**config.mk**
```make
export PLATFORM = sky130hd
export DESIGN_NAME = csp_core_status
export DESIGN_NICKNAME = d
export VERILOG_FILES = /design/src/csp_pkg.sv /design/src/csp_core_status.sv
export SDC_FILE = /design/constraint.sdc
export NUM_CORES = 1
export LEC_CHECK = 0
export BUFFER_PORTS_ARGS = -buffer_cell sky130_fd_sc_hd__buf_2
export CAP_MARGIN = 20
export CORE_ASPECT_RATIO = 1.75
export CORE_MARGIN = 2
export CORE_UTILIZATION = 34
export CTS_BUF_LIST = sky130_fd_sc_hd__clkbuf_4 sky130_fd_sc_hd__clkbuf_8
export DETAILED_ROUTE_END_ITERATION = 10
export HOLD_SLACK_MARGIN = 0.03
export PLACE_DENSITY_LB_ADDON = 0.15
export SYNTH_ARGS = -nofsm -noshare
export SYNTH_HDL_FRONTEND = slang
export SYNTH_SLANG_ARGS = --single-unit
```
**constraint.sdc**
```tcl
create_clock -name MCLK -period 3.1 [get_ports MCLK]
set_clock_uncertainty 0.15 [all_clocks]
set_input_delay 0.465 -clock MCLK [delete_from_list [all_inputs] [get_ports MCLK]]
set_output_delay 0.465 -clock MCLK [all_outputs]
set_load 0.05 [all_outputs]
```
**src/csp_pkg.sv**
```systemverilog
package csp_pkg;
  // Avalon register word indices (byte address = index * 4)
  localparam logic [3:0] CSP_CTRL_IDX = 4'h0;
  localparam logic [3:0] CSP_HWCFG_IDX = 4'h1;
  localparam logic [3:0] CSP_MACHINE_CHECK_SYNDROME_REG_IDX = 4'h2;
  localparam logic [3:0] CSP_STATUS_IDX = 4'h3;
  localparam logic [3:0] CSP_IRQ_STAT_IDX = 4'h4;
  localparam logic [3:0] CSP_IRQ_MASK_IDX = 4'h5;
  localparam logic [3:0] CSP_WAKE_IDX = 4'h6;
  // Control register fields
  localparam int CSP_CTRL_WE_BIT = 0;
  localparam int CSP_CTRL_CHK_BIT = 1;
  // Hardware configuration fields
  localparam int CSP_HW_DOZE_BIT = 0;
  localparam int CSP_HW_NAP_BIT = 1;
  localparam int CSP_HW_SLEEP_BIT = 2;
  // Interrupt status fields
  localparam int CSP_IRQ_MCHK_BIT = 0;
  localparam int CSP_IRQ_CHK_BIT = 1;
  localparam int CSP_IRQ_HALT_BIT = 2;
  localparam int CSP_IRQ_STOP_BIT = 3;
  localparam int CSP_IRQ_BR_BIT = 4;
  localparam int CSP_IRQ_W = 5;
  // Branch prefetch status codes
  localparam logic [1:0] CSP_BR_NONE = 2'h0;
  localparam logic [1:0] CSP_BR_NOT_TAKEN = 2'h2;
  localparam logic [1:0] CSP_BR_TAKEN = 2'h3;
  // Processor status codes, top five bits
  localparam logic [4:0] CSP_PS_HALTED = 5'h08;
  localparam logic [4:0] CSP_PS_STOPPED = 5'h09;
  localparam logic [4:0] CSP_PS_CHKSTOP = 5'h0b;
  localparam logic [4:0] CSP_PS_COMPLETE = 5'h10;
  localparam logic [4:0] CSP_PS_STALLED = 5'h00;
  // Reset values
  localparam logic [31:0] CSP_ZERO32 = 32'h0;
  typedef enum {CSP_RUN, CSP_HALT, CSP_STOP, CSP_CHKSTOP} csp_state_e;
endpackage : csp_pkg

```
**src/csp_core_status.sv**
```systemverilog
// Behaviour
// - Branch status 0x none, 10 not-taken, 11 taken
// - Prefetch only on predict-taken buffer hit
// - Branch status updated on core clock
// - Machine check out follows syndrome bits
// - Checkstop out once checkstop state entered
// - Halted acknowledge high only while halted
// - Stopped acknowledge high only while stopped
// - Doze/nap/sleep equal wait-enable AND config bit
// - Size qualifier 0 for 32-bit, 1 for 16-bit
// - Page qualifier 0 fixed, 1 variable length
// - Status code halted, stopped, checkstop encodings
// - Wake-up on valid pending interrupt or request
`timescale 1ns/1ns
module csp_core_status
  import csp_pkg::*;
(
  // Clock and reset
  input wire logic MCLK,
  input wire logic RST_N,
  // Avalon-MM slave
  input wire logic [3:0] AVS_ADDRESS,
  input wire logic AVS_READ,
  input wire logic AVS_WRITE,
  input wire logic [31:0] AVS_WRITEDATA,
  input wire logic [3:0] AVS_BYTEENABLE,
  output logic [31:0] AVS_READDATA,
  output logic AVS_WAITREQUEST,
  output logic [1:0] AVS_RESPONSE,
  // Core events
  input wire logic BTB_HIT,
  input wire logic BTB_PREDICT_TAKEN,
  input wire logic BR_RESOLVE,
  input wire logic BR_TAKEN,
  input wire logic MCHK_EVENT,
  input wire logic [3:0] MCHK_SYNDROME,
  input wire logic CHKSTOP_EVENT,
  input wire logic INSN_COMPLETE,
  input wire logic INSN_16BIT,
  input wire logic INSN_VAR_PAGE,
  input wire logic IRQ_PENDING,
  // Power handshake
  input wire logic HALT_REQ,
  input wire logic STOP_REQ,
  // Status outputs
  output logic TARGET_PREFETCH,
  output logic [1:0] BR_STAT,
  output logic MCHK_OUT,
  output logic CHKSTOP_OUT,
  output logic [6:0] PROC_STAT,
  output logic HALTED,
  output logic STOPPED,
  output logic DOZE,
  output logic NAP,
  output logic SLEEP,
  output logic WAKEUP,
  output logic IRQ
);

  logic [31:0] ctrl_reg;
  logic [2:0] hw_config_reg;
  logic [3:0] machine_check_syndrome_reg;
  logic [CSP_IRQ_W-1:0] irq_stat_reg;
  logic [CSP_IRQ_W-1:0] irq_mask_reg;
  logic wake_req_reg;
  logic pending_reg;
  logic ack_reg;
  logic [31:0] rdata_next;
  logic [CSP_IRQ_W-1:0] irq_event;
  logic [CSP_IRQ_W-1:0] irq_clr;
  logic wr_acc;
  logic rd_acc;
  logic wait_enable_bit;
  logic mchk_clr;
  csp_state_e state_reg;
  csp_state_e state_next;

  assign wait_enable_bit = ctrl_reg[CSP_CTRL_WE_BIT];
  // Writes with byte 0 enabled commit at the edge that ends the cycle after the wait state
  assign wr_acc = AVS_WRITE && ack_reg && AVS_BYTEENABLE[0];
  assign rd_acc = AVS_READ && !ack_reg;
  assign mchk_clr = wr_acc && (AVS_ADDRESS == CSP_MACHINE_CHECK_SYNDROME_REG_IDX);
  assign irq_clr = (wr_acc && AVS_ADDRESS == CSP_IRQ_STAT_IDX) ?
    AVS_WRITEDATA[CSP_IRQ_W-1:0] : '0;

  // One wait state per access
  always_ff @(posedge MCLK or negedge RST_N) begin
    if (!RST_N) begin
      ack_reg <= 1'b0;
    end else begin
      ack_reg <= (AVS_READ || AVS_WRITE) && !ack_reg;
    end
  end

  always_ff @(posedge MCLK or negedge RST_N) begin
    if (!RST_N) begin
      ctrl_reg <= CSP_ZERO32;
      hw_config_reg <= 3'h0;
      irq_mask_reg <= '0;
      wake_req_reg <= 1'b0;
    end else if (wr_acc) begin
      case (AVS_ADDRESS)
        CSP_CTRL_IDX: ctrl_reg <= {30'h0, AVS_WRITEDATA[1:0]};
        CSP_HWCFG_IDX: hw_config_reg <= AVS_WRITEDATA[2:0];
        CSP_IRQ_MASK_IDX: irq_mask_reg <= AVS_WRITEDATA[CSP_IRQ_W-1:0];
        CSP_WAKE_IDX: wake_req_reg <= AVS_WRITEDATA[0];
        default: ;
      endcase
    end
  end

  always_comb begin
    rdata_next = CSP_ZERO32;
    case (AVS_ADDRESS)
      CSP_CTRL_IDX: rdata_next = ctrl_reg;
      CSP_HWCFG_IDX: rdata_next = {29'h0, hw_config_reg};
      CSP_MACHINE_CHECK_SYNDROME_REG_IDX: rdata_next = {28'h0, machine_check_syndrome_reg};
      CSP_STATUS_IDX: rdata_next = {25'h0, PROC_STAT};
      CSP_IRQ_STAT_IDX: rdata_next = {27'h0, irq_stat_reg};
      CSP_IRQ_MASK_IDX: rdata_next = {27'h0, irq_mask_reg};
      CSP_WAKE_IDX: rdata_next = {31'h0, wake_req_reg};
      default: rdata_next = CSP_ZERO32;
    endcase
  end

  always_ff @(posedge MCLK or negedge RST_N) begin
    if (!RST_N) begin
      AVS_READDATA <= CSP_ZERO32;
      AVS_WAITREQUEST <= 1'b1;
      AVS_RESPONSE <= 2'h0;
    end else begin
      AVS_READDATA <= rd_acc ? rdata_next : CSP_ZERO32;
      AVS_WAITREQUEST <= !((AVS_READ || AVS_WRITE) && !ack_reg);
      AVS_RESPONSE <= (AVS_ADDRESS > CSP_WAKE_IDX) ? 2'h2 : 2'h0;
    end
  end

  // Syndrome bits set by events, cleared by writing one; set wins
  always_ff @(posedge MCLK or negedge RST_N) begin
    if (!RST_N) begin
      machine_check_syndrome_reg <= 4'h0;
    end else begin
      machine_check_syndrome_reg <= (machine_check_syndrome_reg &
        ~(mchk_clr ? AVS_WRITEDATA[3:0] : 4'h0)) |
        (MCHK_EVENT ? MCHK_SYNDROME : 4'h0);
    end
  end

  // Core state machine
  always_comb begin
    state_next = state_reg;
    case (state_reg)
      CSP_RUN: begin
        if (CHKSTOP_EVENT || ctrl_reg[CSP_CTRL_CHK_BIT]) begin
          state_next = CSP_CHKSTOP;
        end else if (STOP_REQ) begin
          state_next = CSP_STOP;
        end else if (HALT_REQ) begin
          state_next = CSP_HALT;
        end
      end
      CSP_HALT: begin
        if (CHKSTOP_EVENT) begin
          state_next = CSP_CHKSTOP;
        end else if (!HALT_REQ) begin
          state_next = CSP_RUN;
        end
      end
      CSP_STOP: begin
        if (CHKSTOP_EVENT) begin
          state_next = CSP_CHKSTOP;
        end else if (!STOP_REQ) begin
          state_next = CSP_RUN;
        end
      end
      CSP_CHKSTOP: state_next = CSP_CHKSTOP;
      default: state_next = CSP_RUN;
    endcase
  end

  // State register
  always_ff @(posedge MCLK or negedge RST_N) begin
    if (!RST_N) begin
      state_reg <= CSP_RUN;
    end else begin
      state_reg <= state_next;
    end
  end

  // Speculative target prefetch strobe
  always_ff @(posedge MCLK or negedge RST_N) begin
    if (!RST_N) begin
      TARGET_PREFETCH <= 1'b0;
    end else begin
      TARGET_PREFETCH <= BTB_HIT && BTB_PREDICT_TAKEN;
    end
  end

  // Branch prefetch tracking
  always_ff @(posedge MCLK or negedge RST_N) begin
    if (!RST_N) begin
      pending_reg <= 1'b0;
      BR_STAT <= CSP_BR_NONE;
    end else begin
      if (BR_RESOLVE && pending_reg) begin
        BR_STAT <= BR_TAKEN ? CSP_BR_TAKEN : CSP_BR_NOT_TAKEN;
        pending_reg <= BTB_HIT && BTB_PREDICT_TAKEN;
      end else begin
        BR_STAT <= CSP_BR_NONE;
        if (BTB_HIT && BTB_PREDICT_TAKEN) begin
          pending_reg <= 1'b1;
        end
      end
    end
  end

  // Machine check and checkstop indications
  always_ff @(posedge MCLK or negedge RST_N) begin
    if (!RST_N) begin
      MCHK_OUT <= 1'b0;
      CHKSTOP_OUT <= 1'b0;
    end else begin
      MCHK_OUT <= |machine_check_syndrome_reg;
      CHKSTOP_OUT <= (state_reg == CSP_CHKSTOP);
    end
  end

  // Halt and stop acknowledges
  always_ff @(posedge MCLK or negedge RST_N) begin
    if (!RST_N) begin
      HALTED <= 1'b0;
      STOPPED <= 1'b0;
    end else begin
      HALTED <= (state_reg == CSP_HALT);
      STOPPED <= (state_reg == CSP_STOP);
    end
  end

  // Low-power requests and wake-up
  always_ff @(posedge MCLK or negedge RST_N) begin
    if (!RST_N) begin
      DOZE <= 1'b0;
      NAP <= 1'b0;
      SLEEP <= 1'b0;
      WAKEUP <= 1'b0;
    end else begin
      DOZE <= wait_enable_bit && hw_config_reg[CSP_HW_DOZE_BIT];
      NAP <= wait_enable_bit && hw_config_reg[CSP_HW_NAP_BIT];
      SLEEP <= wait_enable_bit && hw_config_reg[CSP_HW_SLEEP_BIT];
      WAKEUP <= IRQ_PENDING || wake_req_reg;
    end
  end

  // Processor status code
  always_ff @(posedge MCLK or negedge RST_N) begin
    if (!RST_N) begin
      PROC_STAT <= 7'h0;
    end else begin
      case (state_reg)
        CSP_HALT: PROC_STAT <= {CSP_PS_HALTED, 2'h0};
        CSP_STOP: PROC_STAT <= {CSP_PS_STOPPED, 2'h0};
        CSP_CHKSTOP: PROC_STAT <= {CSP_PS_CHKSTOP, 2'h0};
        default: begin
          if (INSN_COMPLETE) begin
            PROC_STAT <= {CSP_PS_COMPLETE, INSN_16BIT, INSN_VAR_PAGE};
          end else begin
            PROC_STAT <= {CSP_PS_STALLED, 2'h0};
          end
        end
      endcase
    end
  end

  // Sticky interrupt status, set wins over clear
  assign irq_event = {BR_STAT != CSP_BR_NONE,
                      STOP_REQ && state_reg == CSP_RUN,
                      HALT_REQ && state_reg == CSP_RUN,
                      CHKSTOP_EVENT,
                      MCHK_EVENT};

  always_ff @(posedge MCLK or negedge RST_N) begin
    if (!RST_N) begin
      irq_stat_reg <= '0;
    end else begin
      irq_stat_reg <= (irq_stat_reg & ~irq_clr) | irq_event;
    end
  end

  // Interrupt line follows the next status value
  always_ff @(posedge MCLK or negedge RST_N) begin
    if (!RST_N) begin
      IRQ <= 1'b0;
    end else begin
      IRQ <= |(((irq_stat_reg & ~irq_clr) | irq_event) & irq_mask_reg);
    end
  end

endmodule : csp_core_status

```
* After elaboration in Yosys (flattened, before gate mapping)
Index checks and enable logic that the tools add are counted.
Operators by class: order comparisons 1, equality and inequality tests 15, mux-type cells 20, bitwise gates (word level) 7, reduce and logical (&&, ||, !) cells 30
Operators by type and width (number):
- $mux W32 | 8
- $pmux W32 S4 | 1
- $eq A32 B2 Y1 const B | 3
- $eq A32 B3 Y1 const B | 2
- $logic_not A32 Y1 | 2
- $pmux W7 S7 | 1
- $eq A32 B1 Y1 const B | 1
- $pmux W7 S3 | 1
- $logic_and A1 B1 Y1 | 13
- $eq A4 B3 Y1 const B | 3
- $and A5 B5 Y5 | 2
- $eq A4 B2 Y1 const B | 2
- $mux W4 | 2
- $reduce_and A2 Y1 | 4
- $mux W7 | 1
- $ne A3 B3 Y1 const B | 2
- $mux W5 | 1
- $not A5 Y5 | 1
- $or A5 B5 Y5 | 1
- $reduce_or A5 Y1 | 1
- $and A4 B4 Y4 | 1
- $eq A4 B1 Y1 const B | 1
- $gt A4 B3 Y1 const B | 1
- $logic_not A4 Y1 | 1
- other kinds (10) | 17
Word-level totals: register bits 108, input port bits 60, output and inout bits 54, word-level logic and storage cells 97

* Depth between registers and ports, before layout
Gate-level depths: netlist of run 1.
word-level depth 9, gate-level depth with buffers 6

* Worst setup path before layout of run 1
OpenSTA, ideal clock, no wires.
kind reg2reg, from register BR_STAT[1], to register IRQ, library setup time 0.126 ns, arrival 1.674 ns, data required time 2.824 ns, slack 1.150 ns, cell stages (with the launch flop) 5, buffers on the path 0, cells stage by stage dfrtp_1 > or3b_2 > o311ai_1 > o211ai_1 > a221o_1
On the way: cells in the longest elaborated chain, start to end 4
Ends and longest elaborated chain:
- from (decl) | line csp_core_status.sv:47 | output logic [1:0] BR_STAT,
- from (signal assigned) | line csp_core_status.sv:206 | BR_STAT <= BR_TAKEN ? CSP_BR_TAKEN : CSP_BR_NOT_TAKEN;
- $reduce_bool A2 Y1 | line csp_core_status.sv:275 | assign irq_event = {BR_STAT != CSP_BR_NONE,
- $or A5 B5 Y5 | line csp_core_status.sv:294 | IRQ <= |(((irq_stat_reg & ~irq_clr) | irq_event) & irq_mask_reg);
- $and A5 B5 Y5 | line csp_core_status.sv:294
- $reduce_or A5 Y1 | line csp_core_status.sv:294
- to (signal assigned) | line csp_core_status.sv:294
- to (decl) | line csp_core_status.sv:57 | output logic IRQ
No other way between the ends. A chain may end at the register's enable or synchronous reset.

* Final worst setup path of run 1
from input port AVS_ADDRESS[0], to register IRQ
On the way: cells in the longest elaborated chain, start to end 8
Ends and longest elaborated chain:
- from (decl) | line csp_core_status.sv:22 | input wire logic [3:0] AVS_ADDRESS,
- $eq A4 B3 Y1 | line csp_core_status.sv:83 | assign irq_clr = (wr_acc && AVS_ADDRESS == CSP_IRQ_STAT_IDX) ?
- $logic_and A1 B1 Y1 | line csp_core_status.sv:83
- $mux W5 | line csp_core_status.sv:83
- $not A5 Y5 | line csp_core_status.sv:294
- $and A5 B5 Y5 | line csp_core_status.sv:294
- $or A5 B5 Y5 | line csp_core_status.sv:294
- $and A5 B5 Y5 | line csp_core_status.sv:294
- $reduce_or A5 Y1 | line csp_core_status.sv:294
No other way between the ends.

==> results of run 1 <==
-- cell families (layout without fill, tap and decap cells) --
kind of cell / count (synthesis) / in the layout / synth area share, %
AO/OA/AOI/OAI: 34 / 34 / 11.38
other: 1 / 27 / 0.1572
adder cells (fa/ha/maj): 5 / 5 / 2.622
AND/OR/NAND/NOR: 63 / 63 / 15.47
multiplexers: 17 / 17 / 7.813
buffers and inverters: 36 / 73 / 10.07
flip-flops: 50 / 50 / 52.49
-- where the power goes --
group	switching, uW	internal, uW	leakage (uW)
Clock	214	259	0.0000593
Combinational	460	169	0.000733
Sequential	56.5	746	0.000608
Total	730	1170	0.00140
-- layer usage --
layer	track usage (%)	up-vias	wire (um)
met5	0	-	0
met3	2.446	7	260
met1	15.84	858	1959
met4	8.163	0	134
li1	-	800	-
met2	28.18	62	3183
-- critical path, delay by kind of cell --
kind | cells | cell delay, ns
compound gates | 3 | 0.84
simple gates | 1 | 0.58
buf+inv | 1 | 0.20
-- how the worst max path moves through the flow --
stage,from,end,slack [ns],cells after the start
2_1_floorplan,BR_STAT[1]$_DFF_PN0_,IRQ$_DFF_PN0_,1.15,4
3_3_place_gp,AVS_ADDRESS[0],IRQ$_DFF_PN0_,0.67,5
3_5_place_dp,AVS_ADDRESS[0],IRQ$_DFF_PN0_,0.68,5
4_1_cts,AVS_ADDRESS[0],IRQ$_DFF_PN0_,1.02,5
5_1_grt,AVS_ADDRESS[0],IRQ$_DFF_PN0_,0.99,5
6_report,AVS_ADDRESS[0],IRQ$_DFF_PN0_,1.05,5
-- layout by cell type (no fill, tap or decap), drive strengths merged, types with 7 or more instances in the layout --
cell     n
buf     58
and2     9
clkbuf   7
nand3    7
conb    27
a22o    10
nor2    13
mux2    13
dfrtp   49
nand2    8
-- final cells by class --
cell class	count	area (sq um)
well taps	84	105.1
inverters	6	22.52
clock buffers	7	83.83
flip-flops and latches	50	1252
multi-input cells	146	991.0
clock inverters	1	30.03
fillers	707	4066
repair buffers	59	305.3
-- repair_timing --
| action | in CTS | in global routing |
|---|---|---|
| hold buffers | 1 | 0 |
| gates resized for setup | 0 | 0 |
| hold endpoints to repair | 24 | 0 |
-- per-stage QoR --
stage	instance area, sq um	worst slack (ns)	power, uW	utilization [%]
5_1_grt	2790	0.9863	2007	40.69
2_1_floorplan	2484	1.150	1309	-
3_3_place_gp	2666	0.6742	1448	38.89
3_5_place_dp	2666	0.6807	1452	38.89
6_report	2790	1.053	1904	40.69
4_1_cts	2790	1.024	1925	40.69
==> results.cfg, run 1 <==
[grt]
grt_max_degree = 27
grt_pass1_vias = 1640
grt.total_usage_pct = 15.26
grt-ovfl-total = 0
antenna_found_initial = 0
grt_pass1_wl_um = 8507

[timing]
fmax_mhz = 488.5
whs_ns = 0.1851
hold_viol_final = 0
slew_headroom_pct = 56.43
finalCritPeriodShare_pct = 66.04
slew_viol_final = 0
min_period_ns = 2.047
setup_viol = 0
rsz0062_at_grt = false
worstMarginPinSlew_ns = 0.6486
finalSetupTns_ns = 0

[route]
ant_nets = 0
vias = 1727
totalWireLength_um = 5538
first_pass_iters = 4
wl_per_cell_um = 15.69
drc_errors = 0
via_per_inst = 4.892
drtIter0Drc = 49

[synth]
synth.most_common_cell = dfrtp_1
synth_flop_cell = dfrtp_1
syn-cell-area_sq_um = 2386
yosysWarningCount = 0
ys_top_cells_by_count = dfrtp_1 (49), buf_4 (28), nor2_1 (13)
syn_inst = 206
async_flop_share_pct = 100.0
seq_area_frac_synth_pct = 52.49
synth_edf_count = 0
synth_top_area_share_pct = 51.39
ys_ff_latch = 50
synth_area_leaders = dfrtp_1 (51%), buf_4 (8.8%), mux2_1 (5.2%)
ys_types = 45
synth_area_per_cell_sq_um = 11.58
synth_area_leader_cell = dfrtp_1

[layout]
drive_gt1_share_pct = 29.00
fin_nets = 333
largest_reg_flops = 7
syn2layout_area_growth_pct = 16.94
antenna_cells = 0
stdcell_count = 353
largest-register = AVS_READDATA

[clock_tree]
clkSinkCount = 50
cts_tree = built
clk_pin_slew_ns = 0.09
clk_latency_ns = 0.32
cts_htree_levels = 2
clock_path_buffers = 2
cts_setup_buffers = 0
cts_buffers = 5
clockRootBuffer = clkbuf_8

[worst_setup_path]
worst-r2r-cell-count = 4
r2r_end = IRQ$_DFF_PN0_
worst-path-max-fanout = 16
critPathKind = primary input to flop
endpoint_kind = flop
slowest_delay_ns = 0.58
critical_path.cell_chain = buf_2 > or4b_4 > o311ai_1 > o211ai_1 > a221o_1
cp.arrival_ns = 2.10
r2r_start = BR_STAT[1]$_DFF_PN0_
required_ns = 3.16
slowest_stage = or4b_4
ff2ff_setup_slack_ns = 1.16
start_kind = primary input

[die]
start_util_pct = 34.80
dieArea_sq_um = 7730
num_io_pins = 114
core_sq_um = 6857
fp.dieH_um = 114.8
dieWidth_um = 67.33
num_rows = 40

[power]
peakVddDrop_uv = 296.2
p_leak_uw = 0.001400
p_per_area_nw_per_um2 = 682.4

[job]
cap_violations = 0

[placed_design]
finalWeightedCongestion = 0.8648
dp_hpwl_um = 4292
place.port_buffers = 56
dp_cells = 344

[min_path]
min_from = IRQ_PENDING
holdPathEnd = WAKEUP$_DFF_PN0_
min_path_cells = 2
hp-class = primary input to flop

[run_status]
status = completed
Note: power is estimated with default switching activity, not from simulation.
==> run 2, diff against run 1 <==
- clock period: 3.1 -> 1.8 ns (I/O delays scaled with it)
==> run 2 against run 1 <==
Wire length rose by 5.0%. Worst hold slack worse by 0.15 ns. Flip-flop and latch count unchanged. Clock power is 100% higher. Critical path depth down 1. Critical path type is now flop to flop.
==> results.cfg, run 2 (same netlist as run 1, synthesis figures left out) <==
[grt]
grt_pass1_vias = 1728
grt_pass1_wl_um = 8956
antenna_found_initial = 0
grt-ovfl-total = 0
grt.total_usage_pct = 16.04
grt_max_degree = 26

[worst_setup_path]
worst-r2r-cell-count = 4
required_ns = 1.86
slowest_stage = dfrtp_1
worst-path-max-fanout = 5
slowest_delay_ns = 0.40
critPathKind = flop to flop
r2r_start = ack_reg$_DFF_PN0_
start_kind = flop
critical_path.cell_chain = and3_1 > nand3_1 > a22o_1 > a221o_1
path_buf_inv = 0
r2r_end = IRQ$_DFF_PN0_
cp.arrival_ns = 1.76
endpoint_kind = flop
ff2ff_setup_slack_ns = 0.1
crit_family = compound AO/OA/AOI/OAI gates

[layout]
largest_reg_flops = 7
ff_latch_area_sq_um = 1255
mostFrequentLayoutCells = buf_2 (56), dfrtp_1 (47), conb_1 (27)
antenna_cells = 0
drive_gt1_share_pct = 34.92
fillers = 676
largest-register = AVS_READDATA
multi_input_area_sq_um = 1007
syn2layout_area_growth_pct = 27.95
finalInstanceArea_sq_um = 3053
final_common_cell = buf_2
fin_nets = 359

[route]
drc_errors = 0
drtIter0Drc = 81
totalWireLength_um = 5816
first_pass_iters = 4
vias = 1828
wl_per_cell_um = 15.35
ant_nets = 0
via_per_inst = 4.823

[die]
core_sq_um = 6857
num_io_pins = 114
dieWidth_um = 67.33
fp.dieH_um = 114.8
dieArea_sq_um = 7730
num_rows = 40
start_util_pct = 34.80

[clock_tree]
clk_latency_ns = 0.32
cts_buffers = 5
clkSinkCount = 50
clockRootBuffer = clkbuf_8
cts_htree_levels = 2
cts_tree = built
clk_pin_slew_ns = 0.09
clock_path_buffers = 2

[min_path]
hp-class = primary input to flop
min_path_cells = 2
min_from = BR_RESOLVE
holdPathEnd = BR_STAT[1]$_DFF_PN0_

[placed_design]
dp_hpwl_um = 4689
postPlaceCellArea_sq_um = 2834
place.port_buffers = 56
finalWeightedCongestion = 0.8949

[power]
p_per_area_nw_per_um2 = 1161
pwr-share-seq_pct = 39.0
pwr-share-clk_pct = 26.8
p_leak_uw = 0.001537
internal-power_uw = 2233
peakVddDrop_uv = 508.1
combPwrFrac_pct = 34.2
power_switching_uw = 1312
switching_share_pct = 37.01
totalPowerFinal_uw = 3544

[timing]
whs_ns = 0.03863
rsz0062_at_grt = false
min_period_ns = 1.703
hold_viol_final = 0
fmax_mhz = 587.4
slew_viol_final = 0
setup_viol = 0
finalCritPeriodShare_pct = 94.58

[run_status]
status = completed

[job]
cap_violations = 0
## run 2: cell types whose count changed in the layout (fill, tap and decap cells not counted), sizes merged
| cell | delta |
|---|---|
| dlygate4sd3 | +5 |
| clkbuf | -2 |
| clkinv | +1 |
| buf | +21 |
| bufinv | +1 |
## run 2: metal layers
layer / part of all wire (%) / global-route usage (%) / wire length (um) / up-vias
met5: 0 / 0 / 0 / -
li1: - / - / - / 849
met4: 2.9 / 8.027 / 171 / 0
met2: 59 / 30.76 / 3403 / 62
met1: 34 / 16.16 / 2003 / 903
met3: 4.1 / 2.055 / 237 / 14
## run 2: area by class of cell
class / instances / share of cell area, %
clock inverters: 3 / 2.254
repair buffers: 85 / 17.21
clock buffers: 5 / 2.254
inverters: 6 / 0.7377
well taps: 84 / 3.443
multi-input cells: 146 / 32.99
flip-flops and latches: 50 / 41.11
## run 2: how the worst max path moves through the flow
stage	to	cells past startpoint	startpoint	slack, ns
detailed placement	IRQ$_DFF_PN0_	7	AVS_ADDRESS[1]	-0.15
global route	IRQ$_DFF_PN0_	6	state_reg[0]$_DFFE_PN0P_	0.02
finish	IRQ$_DFF_PN0_	4	ack_reg$_DFF_PN0_	0.1
floorplan	IRQ$_DFF_PN0_	4	BR_STAT[1]$_DFF_PN0_	0.01
CTS	state_reg[0]$_DFFE_PN0P_	6	state_reg[1]$_DFFE_PN0P_	0.05
global placement	IRQ$_DFF_PN0_	7	AVS_ADDRESS[0]	-0.14
## run 2: stage by stage
step	worst slack (ns)	setup TNS, ns	std cells	utilization [%]
floorplan	0.01358	0	232	-
global placement	-0.1395	-0.6673	364	41.33
detailed placement	-0.1505	-0.4446	364	41.33
CTS	0.05355	0	377	44.07
global route	0.01739	0	379	44.53
finish	0.09749	0	379	44.53
## run 2: power by group through the flow
stage	registers, uW	clock network (uW)	logic (uW)
after global placement	1410	0	1180
after global routing	1400	1010	1300
after floorplan	1710	0	546
after detailed placement	1410	0	1190
final	1380	949	1210
after CTS	1390	971	1200
## run 2: worst register-to-register path, delay by kind of cell, from the launching register on
kind             cells  cell delay (ns)
AO/OA/AOI/OAI        2             0.58
AND/OR/NAND/NOR      2             0.47
flip-flops           1             0.40
## run 2: what timing repair did
item                       CTS  global route
setup endpoints to repair    0             3
gates resized for setup      0             3
hold buffers                 5             1
buffers inserted             0             1
hold endpoints to repair    20             1
